--- src/design/wdw_pkg.sv ---
package wdw_pkg;
   localparam logic [11:0] WD_PERIOD_ENABLE_CONTROL_OFS = 12'h080C;
   localparam logic [11:0] WD_CLOCK_WINDOW_CONTROL_OFS = 12'h080D;
   localparam logic [11:0] WD_PRESCALE_COUNT_LOW_OFS = 12'h080E;
   localparam logic [11:0] WD_PRESCALE_COUNT_HIGH_OFS = 12'h080F;
   localparam logic [11:0] WD_TIMER_STATUS_OFS = 12'h0810;
   localparam logic [11:0] WD_CLEAR_OFS = 12'h0811;
   localparam logic [7:0] WD_CLEAR_KEY = 8'h5A;
   localparam logic [7:0] CON0_RESET = 8'h00;
   localparam logic [7:0] CON1_RESET = 8'h07;
   localparam logic [7:0] STATUS_RESET = 8'h00;
   localparam int PRESCALE_WIDTH = 18;
   localparam int COUNTER_WIDTH = 5;
   localparam int PERIOD_POS = 3;
   localparam int ENABLE_POS = 0;
   localparam int CLOCK_SEL_POS = 4;
   localparam int WINDOW_POS = 0;

   typedef enum logic [1:0] {
      WD_IDLE = 2'b00,
      WD_ARMED = 2'b01,
      WD_FIRED = 2'b11
   } wdw_state_type;

   typedef struct packed {
      logic cyc;
      logic stb;
      logic we;
      logic [11:0] adr;
      logic [7:0] datW;
   } wdw_bus_req_type;
endpackage

--- src/design/wdw_windowed_watchdog.sv ---
`timescale 1ns/1ps
module wdw_windowed_watchdog (
   input wire logic clk,
   input wire logic reset,
   input wire wdw_pkg::wdw_bus_req_type busReq,
   input wire logic [0:0] busSel,
   output logic [7:0] busDatR,
   output logic busAck,
   input wire logic [7:0] clockTicks,
   output logic wdResetPulse,
   output logic windowViolation
);
   import wdw_pkg::*;

   logic [7:0] con0_reg;
   logic [7:0] con1_reg;
   logic [PRESCALE_WIDTH-1:0] prescale_reg;
   logic [COUNTER_WIDTH-1:0] counter_reg;
   wdw_state_type state_reg;
   logic ack_reg;
   logic [7:0] datR_reg;
   logic [2:0] tickSync_reg;
   logic tickSeen_reg;
   logic wdReset_reg;
   logic violation_reg;

   logic [4:0] periodSelect;
   logic softwareEnable;
   logic [2:0] wdClockSelect;
   logic [2:0] windowSize;
   logic [COUNTER_WIDTH-1:0] openStart;
   logic windowOpen;
   logic busAccess;
   logic busWrite;
   logic clearWrite;
   logic tickEdge;
   logic periodHit;
   logic [PRESCALE_WIDTH-1:0] periodMask;
   logic [7:0] statusValue;
   logic [7:0] readValue;

   ////////////////////////////////////////////////////////////////////////////
   // field decode

   assign periodSelect = con0_reg[PERIOD_POS +: 5];
   assign softwareEnable = con0_reg[ENABLE_POS];
   assign wdClockSelect = con1_reg[CLOCK_SEL_POS +: 3];
   assign windowSize = con1_reg[WINDOW_POS +: 3];

   // open start is 4 * (7 - window); 111 yields zero, fully open
   assign openStart = {3'h7 - windowSize, 2'h0};
   assign windowOpen = (counter_reg >= openStart);

   assign statusValue = {counter_reg,
                         state_reg == WD_ARMED,
                         prescale_reg[17:16]};

   ////////////////////////////////////////////////////////////////////////////
   // bus slave

   assign busAccess = busReq.cyc && busReq.stb && !ack_reg;
   assign busWrite = busAccess && busReq.we && busSel[0];
   assign clearWrite = busWrite && busReq.adr == WD_CLEAR_OFS
                       && busReq.datW == WD_CLEAR_KEY;

   always_comb begin
      case (busReq.adr)
         WD_PERIOD_ENABLE_CONTROL_OFS: readValue = con0_reg;
         WD_CLOCK_WINDOW_CONTROL_OFS: readValue = con1_reg;
         WD_PRESCALE_COUNT_LOW_OFS: readValue = prescale_reg[7:0];
         WD_PRESCALE_COUNT_HIGH_OFS: readValue = prescale_reg[15:8];
         WD_TIMER_STATUS_OFS: readValue = statusValue;
         default: readValue = 8'h00;
      endcase
   end

   always_ff @(posedge clk or posedge reset) begin
      if (reset) begin
         ack_reg <= 1'b0;
      end else begin
         ack_reg <= busAccess;
      end
   end

   always_ff @(posedge clk or posedge reset) begin
      if (reset) begin
         datR_reg <= STATUS_RESET;
      end else if (busAccess && !busReq.we) begin
         datR_reg <= readValue;
      end
   end

   assign busAck = ack_reg;
   assign busDatR = datR_reg;

   // status and prescale bytes have no write path
   always_ff @(posedge clk or posedge reset) begin
      if (reset) begin
         con0_reg <= CON0_RESET;
         con1_reg <= CON1_RESET;
      end else if (busWrite) begin
         if (busReq.adr == WD_PERIOD_ENABLE_CONTROL_OFS) begin
            con0_reg <= busReq.datW;
         end
         if (busReq.adr == WD_CLOCK_WINDOW_CONTROL_OFS) begin
            con1_reg <= {1'b0, busReq.datW[6:4], 1'b0, busReq.datW[2:0]};
         end
      end
   end

   ////////////////////////////////////////////////////////////////////////////
   // watchdog clock source select and synchroniser

   always_ff @(posedge clk or posedge reset) begin
      if (reset) begin
         tickSync_reg <= 3'h0;
      end else begin
         tickSync_reg <= {tickSync_reg[1:0], clockTicks[wdClockSelect]};
      end
   end

   always_ff @(posedge clk or posedge reset) begin
      if (reset) begin
         tickSeen_reg <= 1'b0;
      end else if (tickSync_reg[2] == tickSync_reg[1]) begin
         tickSeen_reg <= tickSync_reg[2];
      end
   end

   assign tickEdge = (tickSync_reg[2] == tickSync_reg[1])
                     && tickSync_reg[2] && !tickSeen_reg;

   ////////////////////////////////////////////////////////////////////////////
   // prescaler and window counter

   // period select n gives 2^(n+1) ticks, limited by the prescaler width
   always_comb begin
      periodMask = '0;
      for (int i = 0; i < PRESCALE_WIDTH; i++) begin
         periodMask[i] = (i <= int'(periodSelect));
      end
   end

   assign periodHit = tickEdge
                      && ((prescale_reg & periodMask) == periodMask);

   always_ff @(posedge clk or posedge reset) begin
      if (reset) begin
         prescale_reg <= '0;
      end else if (state_reg != WD_ARMED || clearWrite) begin
         prescale_reg <= '0;
      end else if (periodHit) begin
         prescale_reg <= '0;
      end else if (tickEdge) begin
         prescale_reg <= prescale_reg + 1'b1;
      end
   end

   always_ff @(posedge clk or posedge reset) begin
      if (reset) begin
         counter_reg <= '0;
      end else if (state_reg != WD_ARMED || clearWrite) begin
         counter_reg <= '0;
      end else if (periodHit) begin
         counter_reg <= counter_reg + 1'b1;
      end
   end

   ////////////////////////////////////////////////////////////////////////////
   // arm state and watchdog reset

   always_ff @(posedge clk or posedge reset) begin
      if (reset) begin
         state_reg <= WD_IDLE;
         wdReset_reg <= 1'b0;
         violation_reg <= 1'b0;
      end else begin
         wdReset_reg <= 1'b0;
         violation_reg <= 1'b0;
         case (state_reg)
            WD_IDLE: begin
               if (softwareEnable) begin
                  state_reg <= WD_ARMED;
               end
            end
            WD_ARMED: begin
               if (!softwareEnable) begin
                  state_reg <= WD_IDLE;
               end else if (clearWrite && !windowOpen) begin
                  state_reg <= WD_FIRED;
                  wdReset_reg <= 1'b1;
                  violation_reg <= 1'b1;
               end else if (periodHit && &counter_reg && !clearWrite) begin
                  state_reg <= WD_FIRED;
                  wdReset_reg <= 1'b1;
               end
            end
            WD_FIRED: begin
               state_reg <= WD_IDLE;
            end
            default: begin
               state_reg <= WD_IDLE;
            end
         endcase
      end
   end

   assign wdResetPulse = wdReset_reg;
   assign windowViolation = violation_reg;

   ////////////////////////////////////////////////////////////////////////////
   // checks

   a_status_reset_zero: assert property (@(posedge clk)
      $fell(reset) |-> statusValue == STATUS_RESET)
      else $error("status not zero after reset");

   a_status_counter_field: assert property (@(posedge clk)
      disable iff (reset) statusValue[7:3] == counter_reg)
      else $error("status counter field wrong");

   a_full_open_window: assert property (@(posedge clk)
      disable iff (reset) windowSize == 3'h7 |-> windowOpen)
      else $error("window 111 not fully open");

   a_open_87_75: assert property (@(posedge clk)
      disable iff (reset)
      (windowSize == 3'h6 |-> windowOpen == (counter_reg >= 5'h04))
      and (windowSize == 3'h5 |-> windowOpen == (counter_reg >= 5'h08)))
      else $error("window 110 or 101 wrong");

   a_open_62_50: assert property (@(posedge clk)
      disable iff (reset)
      (windowSize == 3'h4 |-> windowOpen == (counter_reg >= 5'h0C))
      and (windowSize == 3'h3 |-> windowOpen == (counter_reg >= 5'h10)))
      else $error("window 100 or 011 wrong");

   a_open_low_settings: assert property (@(posedge clk)
      disable iff (reset)
      (windowSize == 3'h0 |-> windowOpen == (counter_reg >= 5'h1C))
      and (windowSize == 3'h1 |-> windowOpen == (counter_reg >= 5'h18)))
      else $error("window 000 or 001 wrong");

   a_armed_bit: assert property (@(posedge clk)
      disable iff (reset)
      $rose(softwareEnable) && state_reg == WD_IDLE
      |=> statusValue[2])
      else $error("armed bit not set after enable");

   a_prescale_upper: assert property (@(posedge clk)
      disable iff (reset) statusValue[1:0] == prescale_reg[17:16])
      else $error("prescale upper bits wrong");

   a_violation_reset: assert property (@(posedge clk)
      disable iff (reset)
      state_reg == WD_ARMED && softwareEnable && clearWrite && !windowOpen
      |=> wdResetPulse && windowViolation)
      else $error("closed window clear did not reset");

   a_expire_reset: assert property (@(posedge clk)
      disable iff (reset)
      state_reg == WD_ARMED && softwareEnable && !clearWrite
      && periodHit && &counter_reg |=> wdResetPulse ##1 !wdResetPulse)
      else $error("expiry reset wrong");

   a_ack_one_cycle: assert property (@(posedge clk)
      disable iff (reset) busAck |=> !busAck)
      else $error("ack longer than one cycle");

   a_ack_follows_request: assert property (@(posedge clk)
      disable iff (reset) busReq.cyc && busReq.stb && !busAck |=> busAck)
      else $error("request not acknowledged");

   a_con1_reserved_zero: assert property (@(posedge clk)
      disable iff (reset) !con1_reg[7] && !con1_reg[3])
      else $error("unused control bits set");

   a_read_status_data: assert property (@(posedge clk)
      disable iff (reset)
      busAccess && !busReq.we && busReq.adr == WD_TIMER_STATUS_OFS
      |=> busDatR == $past(statusValue))
      else $error("status read data wrong");

   a_read_low_data: assert property (@(posedge clk)
      disable iff (reset)
      busAccess && !busReq.we && busReq.adr == WD_PRESCALE_COUNT_LOW_OFS
      |=> busDatR == $past(prescale_reg[7:0]))
      else $error("prescale low read data wrong");

   a_clear_restarts: assert property (@(posedge clk)
      disable iff (reset)
      state_reg == WD_ARMED && softwareEnable && clearWrite && windowOpen
      |=> counter_reg == '0 && prescale_reg == '0 && !wdResetPulse)
      else $error("good clear did not restart counters");

   a_counter_step: assert property (@(posedge clk)
      disable iff (reset)
      state_reg == WD_ARMED && periodHit && !clearWrite && !(&counter_reg)
      |=> counter_reg == $past(counter_reg) + 1'b1)
      else $error("counter did not step on period");

   a_disable_disarms: assert property (@(posedge clk)
      disable iff (reset)
      state_reg == WD_ARMED && !softwareEnable |=> !statusValue[2])
      else $error("armed bit kept after disable");

   a_open_010: assert property (@(posedge clk)
      disable iff (reset)
      windowSize == 3'h2 |-> windowOpen == (counter_reg >= 5'h14))
      else $error("window 010 wrong");

   a_reset_one_cycle: assert property (@(posedge clk)
      disable iff (reset) wdResetPulse |=> !wdResetPulse)
      else $error("reset pulse longer than one cycle");

   a_violation_with_reset: assert property (@(posedge clk)
      disable iff (reset) windowViolation |-> wdResetPulse)
      else $error("violation without reset pulse");

   c_disarm: cover property (@(posedge clk) disable iff (reset)
      state_reg == WD_ARMED && !softwareEnable);

   c_arm: cover property (@(posedge clk) disable iff (reset)
      state_reg == WD_ARMED);
   c_expire: cover property (@(posedge clk) disable iff (reset)
      wdResetPulse && !windowViolation);
   c_violation: cover property (@(posedge clk) disable iff (reset)
      windowViolation);
   c_good_clear: cover property (@(posedge clk) disable iff (reset)
      clearWrite && windowOpen && state_reg == WD_ARMED);
endmodule

--- config.mk ---
export PLATFORM = sky130hd
export DESIGN_NAME = wdw_windowed_watchdog
export DESIGN_NICKNAME = d
export VERILOG_FILES = /design/src/design/wdw_pkg.sv /design/src/design/wdw_windowed_watchdog.sv
export SDC_FILE = /design/constraint.sdc
export NUM_CORES = 1
export LEC_CHECK = 0
export BUFFER_PORTS_ARGS = -buffer_cell sky130_fd_sc_hd__buf_2
export CAP_MARGIN = 40
export CORE_ASPECT_RATIO = 1.25
export CORE_MARGIN = 1
export CORE_UTILIZATION = 61
export CTS_CLUSTER_DIAMETER = 40
export DETAILED_ROUTE_END_ITERATION = 7
export PLACE_DENSITY = 0.93
export SETUP_SLACK_MARGIN = 0.15
export SLEW_MARGIN = 20
export SYNTH_ARGS = -nofsm -noshare
export SYNTH_HDL_FRONTEND = slang
export SYNTH_SLANG_ARGS = --single-unit
--- constraint.sdc ---
create_clock -name clk -period 3.1 [get_ports clk]
set_input_delay 0.93 -clock clk [delete_from_list [all_inputs] [get_ports clk]]
set_output_delay 0.93 -clock clk [all_outputs]
set_load 0.02 [all_outputs]
* Word-level counts from Yosys, hierarchy flattened
Cells that the tools add are included.
** Storage, ports and cells
- Input port bits :: 34
- Register bits after elaboration :: 54
- Output and inout bits :: 11
- Word-level logic and storage cells :: 93
** Cells by class
- $add $sub $neg :: 3
- Reductions and logical operators :: 26
- Equality and inequality tests :: 13
- Muxes and demuxes :: 20
- Bitwise gates (word level) :: 1
- Order comparisons :: 19
** Operator list (count)
- equality test 12 bit, second input constant :: 6
- 2-to-1 mux 18 bit :: 3
- <= comparator 4 x 5 -> 1 bit, first input constant :: 8
- case mux 8 bit (5 select lines) :: 1
- <= comparator 3 x 5 -> 1 bit, first input constant :: 4
- adder 18 x 1 -> 18 bit, second input constant :: 1
- bitwise AND 18 bit :: 1
- equality test 18 bit :: 1
- logical AND 1 bit :: 13
- <= comparator 2 x 5 -> 1 bit, first input constant :: 2
- <= comparator 5 bit, first input constant :: 2
- 2-to-1 mux 5 bit :: 2
- equality test 8 x 7 -> 1 bit, second input constant :: 1
- 2-to-1 mux 1 bit :: 8
- 2-to-1 mux 2 bit :: 4
- AND reduction 2 bit :: 3
- adder 5 x 1 -> 5 bit, second input constant :: 1
- >= comparator 5 bit :: 1
- <= comparator 1 x 5 -> 1 bit, first input constant :: 1
- zero test 1 bit :: 5
- AND reduction 5 bit :: 1
- less-than comparator 3 x 4 -> 1 bit, second input constant :: 1
- inequality test 4 x 2 -> 1 bit, second input constant :: 1
- case mux 2 bit (2 select lines) :: 1
- 10 further kinds :: 10

* Longest topological paths before layout
Gate-level depths: netlist (run 1).
- Depth in word-level cells :: 12
- Gate-level depth with buffers :: 8
- Mapped depth without buffers :: 8

* Worst setup path after synthesis (run 1)
No wires, ideal clock.
- Path kind :: input-to-reg
- Start point :: input port busReq[13] (netlist bit)
- End point :: register prescale_reg[13]
- Stages :: 7
- Arrival :: 2.475 ns
- Slack :: 0.494 ns
- Setup time :: 0.131 ns
- Path buffers :: 1
- Required time :: 2.969 ns
- Path through :: or4b_4 nor3_4 a211oi_2 buf_6 nor4_1 xnor2_1 nor2_1
** On the way
- Word-level cells in the longest chain between the ends :: 5
- Elaborated cells between the ends (all ways) :: 6
- Classes of those cells :: eq/ne: 1; mux: 1; reduce/logical: 4
** Ends and longest elaborated chain
- start: declaration :: RTL line wdw_windowed_watchdog.sv:5 : input wire wdw_pkg::wdw_bus_req_type busReq,
- equality test 12 bit * :: RTL line wdw_windowed_watchdog.sv:63 : assign clearWrite = busWrite && busReq.adr == WD_CLEAR_OFS
- logical AND 1 bit * :: RTL line wdw_windowed_watchdog.sv:63
- logical AND 1 bit * :: RTL line wdw_windowed_watchdog.sv:64 : && busReq.datW == WD_CLEAR_KEY;
- logical OR 1 bit * :: RTL line wdw_windowed_watchdog.sv:150 : end else if (state_reg != WD_ARMED || clearWrite) begin
- nonzero test 3 bit (no line) / 2-to-1 mux 18 bit (equally long branches)
- end signal: assignment :: RTL line wdw_windowed_watchdog.sv:155 : prescale_reg <= prescale_reg + 1'b1;
- end: declaration :: RTL line wdw_windowed_watchdog.sv:17 : logic [PRESCALE_WIDTH-1:0] prescale_reg;
Every way passes the cells marked *; elsewhere a longest branch is shown, timed or not.
A chain may end at the register's enable or synchronous reset.

* Worst setup path in the final report (run 1)
- Start point :: register con0_reg[6]
- End point :: register prescale_reg[0]
** On the way
- Word-level cells in the longest chain between the ends :: 6
- Elaborated cells between the ends (all ways) :: 23
- Classes of those cells :: order compare: 17; eq/ne: 1; mux: 2; bitwise: 1; reduce/logical: 2
** Ends and longest elaborated chain
- start: declaration :: RTL line wdw_windowed_watchdog.sv:15 : logic [7:0] con0_reg;
- start signal: assignment :: RTL line wdw_windowed_watchdog.sv:103 : con0_reg <= busReq.datW;
- <= comparator 1 x 5 -> 1 bit, or another cell as far along :: RTL line wdw_windowed_watchdog.sv:140 : periodMask[i] = (i <= int'(periodSelect));
- bitwise AND 18 bit :: RTL line wdw_windowed_watchdog.sv:145 : && ((prescale_reg & periodMask) == periodMask);
- equality test 18 bit * :: RTL line wdw_windowed_watchdog.sv:145
- logical AND 1 bit * :: RTL line wdw_windowed_watchdog.sv:145
- 2-to-1 mux 18 bit :: RTL line wdw_windowed_watchdog.sv:152 : end else if (periodHit) begin
- 2-to-1 mux 18 bit :: RTL line wdw_windowed_watchdog.sv:150
Marks and branches as above.

==> metrics.yaml, run 1 <==
outcome: "complete, no violations"
hold_start: "tickSync_reg[0]"
clkPwrFrac_pct: 35.7
yosys_warnings: 0
critPathKind: "register to register"
async_flop_share_pct: 100.0
startpoint: "con0_reg[6]"
drc: 0
dieArea_um2: 5241
drtIter0Drc: 274
avgViaCountPerCell: 6.556
crit_path_start_kind: "register"
final_max_slew_viol_count: 0
crit_fanout: 18
slew_headroom_pct: 42.28
ant_nets: 0
cap_viol_max_count: 0
numCtsBuffers: 5
largest_reg_flops: 18
synth-main-ff-cell: "dfrtp_1"
max_freq_mhz: 380.3
slowest_delay_ns: 0.55
synth_edf_count: 0
cts_root_buf: "clkbuf_8"
yosys.area.top_type: "dfrtp_1"
setup_slack_ns: 0.4708
avgSynthCellArea_um2: 10.07
cts_tree: "built"
crit_buf_inv: 0
routed_wirelength_mm: 7.581
ys_types: 58
synth_seq_cells: 54
critical_path_required_ns: 3.28
whs_ns: 0.3558
port_buffers: 44
cp.arrival_ns: 2.81
fin_nets: 386
synthesis.instances: 300
hpwlAfterDp_mm: 5.645
worst_slew_pin_slew_ns: 0.8643
finalSetupTns_ns: 0
cp_top_family: "compound AO/OA/AOI/OAI gates"
critPathCaptureType: "register"
cts_setup_buffers: 0
vias: 2655
ios: 45
dp.cells: 397
syn_area_um2: 3022
cp_slowest_cell: "o21ai_4"
avgRoutedWirePerCell_um: 18.72
p_leak_nw: 1.491
p_comb_share_pct: 8.5
clock_sinks: 54
drt_pre_antenna_iters: 5
synth_fa_ha_area_share_pct: 3.313
hold_buffers: 0
antenna_found_initial: 0
grt_pass1_vias: 2677
track_usage_pct: 32.00
synthXorXnorAreaFrac_pct: 4.638
rsz0062_at_grt: "no"
syn_nets: 342
clk_pin_slew_ns: 0.09
synth.area.top_cells: "dfrtp_1 42%, mux2_2 7.1%, nor2_1 4.1%"
finClkSkew_ns: 0.007066
synth.top_cell.area_share_pct: 42.24
die_h_um: 80.69
yosysSeqAreaShare_pct: 44.84
rows: 28
place_area_um2: 3307
power_density_nw_per_um2: 382.8
synth_compound_area_share_pct: 13.29
core-area_um2: 4765
p_switching_mw: 0.3044
final_cells: 405
post_cts_resized: 0
p_sw_share_pct: 23.23
insertion_delay_ns: 0.31
start_util_pct: 63.42
finalHoldViolations: 0
place_congestion: 0.9570
intPower_mw: 1.006
drive_above_1_share_pct: 26.09
min_path_type: "register to register"
grt_pass1_wl_mm: 12.57
fin_crit_sh_pct: 84.81
power_frac_seq_pct: 55.8
yosys.area_share.simple_pct: 21.33
htree_levels: 2
final_core_util_pct: 71.85
power_mw: 1.311
finalInstanceArea_um2: 3423
finalSetupViolCount: 0
reg2reg_from: "con0_reg[6]"
grt_max_degree: 29
num_antenna_cells: 0
die_x_um: 64.95
crit_chain: "a41oi_1 > nor2_1 > a2111oi_0 > o2111ai_1 > o21ai_4 > o21ai_0"
area_growth_pct: 13.29
synth_top_family_by_area: "simple AND/OR/NAND/NOR gates"
pre_cts_ws_ns: 0.2453
period_needed_ns: 2.629
cts_max_path_buffers: 2
ir_drop_mv: 0.2334
synth_mux_area_share_pct: 9.234
overflow: 0
[synth_stat cells (all sizes together) (3+ instances only)]
| master | number |
|---|---|
| buf | 7 |
| nor4b | 7 |
| nand3 | 8 |
| nor2b | 3 |
| o32a | 4 |
| clkbuf | 6 |
| o21ai | 14 |
| nand2 | 32 |
| nand4 | 3 |
| a22oi | 5 |
| a21oi | 6 |
| xnor2 | 14 |
| dfstp | 3 |
| a222oi | 3 |
| inv | 9 |
| nor2 | 33 |
| dfrtp | 51 |
| a221o | 4 |
| nor3 | 9 |
| and3 | 7 |
| nor4 | 5 |
| mux2 | 19 |
| ha | 8 |
[layer usage]
| layer | part of all wire, % | up-vias | global-route usage [%] |
|---|---|---|---|
| li1 | - | 1191 | - |
| met1 | 38 | 1286 | 37.36 |
| met2 | 51 | 138 | 56.35 |
| met3 | 6.0 | 40 | 4.403 |
| met5 | 0 | - | 0 |
| met4 | 4.6 | 0 | 16.67 |
[cell families (layout without fill, tap and decap cells)]
group | after synthesis | in the layout
XOR/XNOR | 16 | 16
AO/OA/AOI/OAI | 54 | 54
multiplexers | 23 | 23
flip-flops | 54 | 54
buffers and inverters | 22 | 67
adder cells (fa/ha/maj) | 8 | 8
AND/OR/NAND/NOR | 123 | 123
[path summary, 6_finish.rpt]
path	endpoint	slack, ns	depth (start not counted)
max in group asynchronous	con1_reg[2]	1.80	3
max reg2reg	prescale_reg[0]	0.47	6
min reg2reg	tickSync_reg[1]	0.36	0
min	tickSync_reg[1]	0.36	0
max	prescale_reg[0]	0.47	6
min in group asynchronous	tickSeen_reg	0.68	2
[final cells by class]
type / instances / area (um2)
clock inverter: 3 / 40.04
clock buffer: 5 / 68.82
multi-input combinational: 224 / 1573
fill: 365 / 1341
tap: 60 / 75.07
inverter: 9 / 33.78
sequential: 54 / 1355
timing repair buffer: 50 / 277.8
[worst reg2reg max path, stage by stage (launching register included)]
cell,delay (ns)
dfrtp_1,0.51
a41oi_1,0.26
nor2_1,0.06
a2111oi_0,0.47
o2111ai_1,0.48
o21ai_4,0.56
o21ai_0,0.17
[cells in the final DEF, fill, tap and decap left out, types with 6 or more instances in the layout]
cell,n
xnor2_1,14
nand3_1,8
buf_2,44
inv_1,8
nor4b_1,7
and3_1,7
o21ai_0,13
a21oi_1,6
ha_1,8
dfrtp_1,51
mux2_2,19
nor2_1,33
nand2_1,32
nor3_1,8
[power by group through the flow]
stage	registers, mW	clock network [mW]	logic, mW
2_1_floorplan	0.759	0	0.0423
3_3_place_gp	0.744	0	0.108
3_5_place_dp	0.745	0	0.112
4_1_cts	0.731	0.472	0.112
5_1_grt	0.733	0.494	0.121
6_report	0.731	0.468	0.111
Power figures use the tool's default switching activity.
==> run 2, diff against run 1 <==
CORE_UTILIZATION = 51   (was 61)
PLACE_DENSITY = 0.83   (was 0.93)
clock period = 2.3 ns   (was 3.1 ns; I/O delays follow)
==> run 2 against run 1 <==
  * First-iteration DRC count decreased by 5.8%
  * Sequential power rose by 35%
  * Clock-buffer cell count unchanged
  * Clock power up 38%
  * Clock skew rose by 0.0099 ns
  * Die area is 19% higher
  * Design area increased by 12%
  * Non-clock buffer count rose by 33
  * Hold slack worse by 0.0012 ns
  * Via count rose by 2.6%
  * Setup slack worse by 0.31 ns
  * Critical path type is now input port to register
  * Largest cell class unchanged
  * Highest routed layer unchanged
==> metrics.yaml, run 2 (synthesized netlist as in run 1, its figures left out) <==
outcome: "complete, no violations"
drc: 0
grt_pass1_wl_mm: 13.02
critical_path_required_ns: 2.51
final_max_slew_viol_count: 0
overflow: 0
final_common_cell: "dfrtp_1"
drive_above_1_share_pct: 38.10
finalSetupViolCount: 0
rows: 31
fin_crit_sh_pct: 93.05
max_freq_mhz: 467.2
critPathKind: "input port to register"
cp.arrival_ns: 2.35
numCtsBuffers: 5
port_buffers: 44
cap_viol_max_count: 0
rsz0062_at_grt: "yes"
num_antenna_cells: 0
ios: 45
track_usage_pct: 27.51
largest_reg_flops: 18
slew_headroom_pct: 61.79
cts_root_buf: "clkbuf_8"
insertion_delay_ns: 0.31
routed_wirelength_mm: 8.086
min_path_type: "register to register"
ant_nets: 0
avgRoutedWirePerCell_um: 18.21
clk_pin_slew_ns: 0.10
crit_fanout: 10
drtIter0Drc: 258
dieArea_um2: 6239
die_h_um: 88.06
p_leak_nw: 1.671
ir_drop_mv: 0.2543
antenna_found_initial: 0
fin_nets: 419
area_growth_pct: 26.75
worst_slew_pin_slew_ns: 0.5723
avgViaCountPerCell: 6.135
cts_tree: "built"
grt_max_degree: 30
cts_max_path_buffers: 2
start_util_pct: 52.64
finClkSkew_ns: 0.01701
hpwlAfterDp_mm: 6.058
grt_pass1_vias: 2757
period_needed_ns: 2.140
vias: 2724
core-area_um2: 5741
drt_pre_antenna_iters: 7
mostFrequentLayoutCells: "48 x dfrtp_1, 44 x buf_2, 37 x buf_4, 31 x nand2_1, 31 x nor2_1"
finalHoldViolations: 0
crit_path_start_kind: "input port"
critPathCaptureType: "register"
die_x_um: 70.85
hold_buffers: 0
htree_levels: 2
place_congestion: 0.8938
clock_sinks: 54
power_density_nw_per_um2: 469.8
whs_ns: 0.3546
final_core_util_pct: 66.72
finalSetupTns_ns: 0
run 2: cell count changes in the layout (fill, tap and decap cells not counted), moves of 2 or more:
| cell | before | now |
|---|---|---|
| nor2_4 | 0 | 2 |
| nor4_1 | 5 | 1 |
| nor4_4 | 0 | 3 |
| nor2_1 | 33 | 31 |
| buf_4 | 5 | 37 |
| nor4b_2 | 0 | 6 |
| nor4b_1 | 7 | 1 |
| nor3_2 | 0 | 2 |
| nor3_1 | 8 | 6 |
| dfrtp_2 | 0 | 3 |
| dfrtp_1 | 51 | 48 |
run 2: cell type report:
| cell class | instances | area (um2) |
|---|---|---|
| clock buffers | 5 | 68.82 |
| clock inverters | 3 | 43.79 |
| fillers | 457 | 1911 |
| inverters | 9 | 33.78 |
| multi-input cells | 224 | 1704 |
| flip-flops and latches | 54 | 1359 |
| well taps | 66 | 82.58 |
| repair buffers | 83 | 538.0 |
run 2: critical path: stages:
cell and delay, ns:
buf_2 0.10, and4b_1 0.21, and4_2 0.27, a211oi_4 0.52, buf_4 0.26, nor4_4 0.04
xnor2_1 0.19, nor2_1 0.06
run 2: final timing paths:
check,from,to,slack (ns),depth (start not counted)
worst max-delay path,busReq[4],prescale_reg[12],0.16,8
worst min-delay path,tickSync_reg[0],tickSync_reg[1],0.35,0
worst max register to register,con0_reg[6],counter_reg[0],0.17,7
worst min register to register,tickSync_reg[0],tickSync_reg[1],0.35,0
max in group asynchronous,reset,prescale_reg[7],1.32,3
min in group asynchronous,reset,busDatR[4],0.43,2
run 2: report_power, final:
part	internal (mW)	switching, mW	total (mW)
Sequential	0.972	0.0132	0.985
Clock	0.327	0.321	0.648
Combinational	0.0737	0.0929	0.167
Total	1.37	0.427	1.80
run 2: layer usage:
metal	vias to the layer above	wire (um)	GRT usage, %
li1	1253	-	-
met1	1302	3117	31.43
met2	126	4077	47.90
met3	43	396	4.488
met4	0	495	18.18
met5	-	0	0
run 2: timing repair:
item / 4_1_cts / 5_1_grt
gates resized for setup: 4 / 14
setup endpoints to repair: 10 / 26
setup buffers: 0 / 1
cloned: 0 / 0
pin swaps: 0 / 4
run 2: per-stage QoR:
stage / total power [mW] / worst slack [ns] / cell area, um2 / std cells
CTS: 1.812 / 0.1517 / 3767 / 443
global route: 1.867 / -0.02215 / 3830 / 444
finish: 1.799 / 0.1597 / 3830 / 444
global placement: 1.163 / -0.1839 / 3643 / 435
detailed placement: 1.169 / -0.2620 / 3643 / 435
floorplan: 1.081 / 0.07441 / 3104 / 300
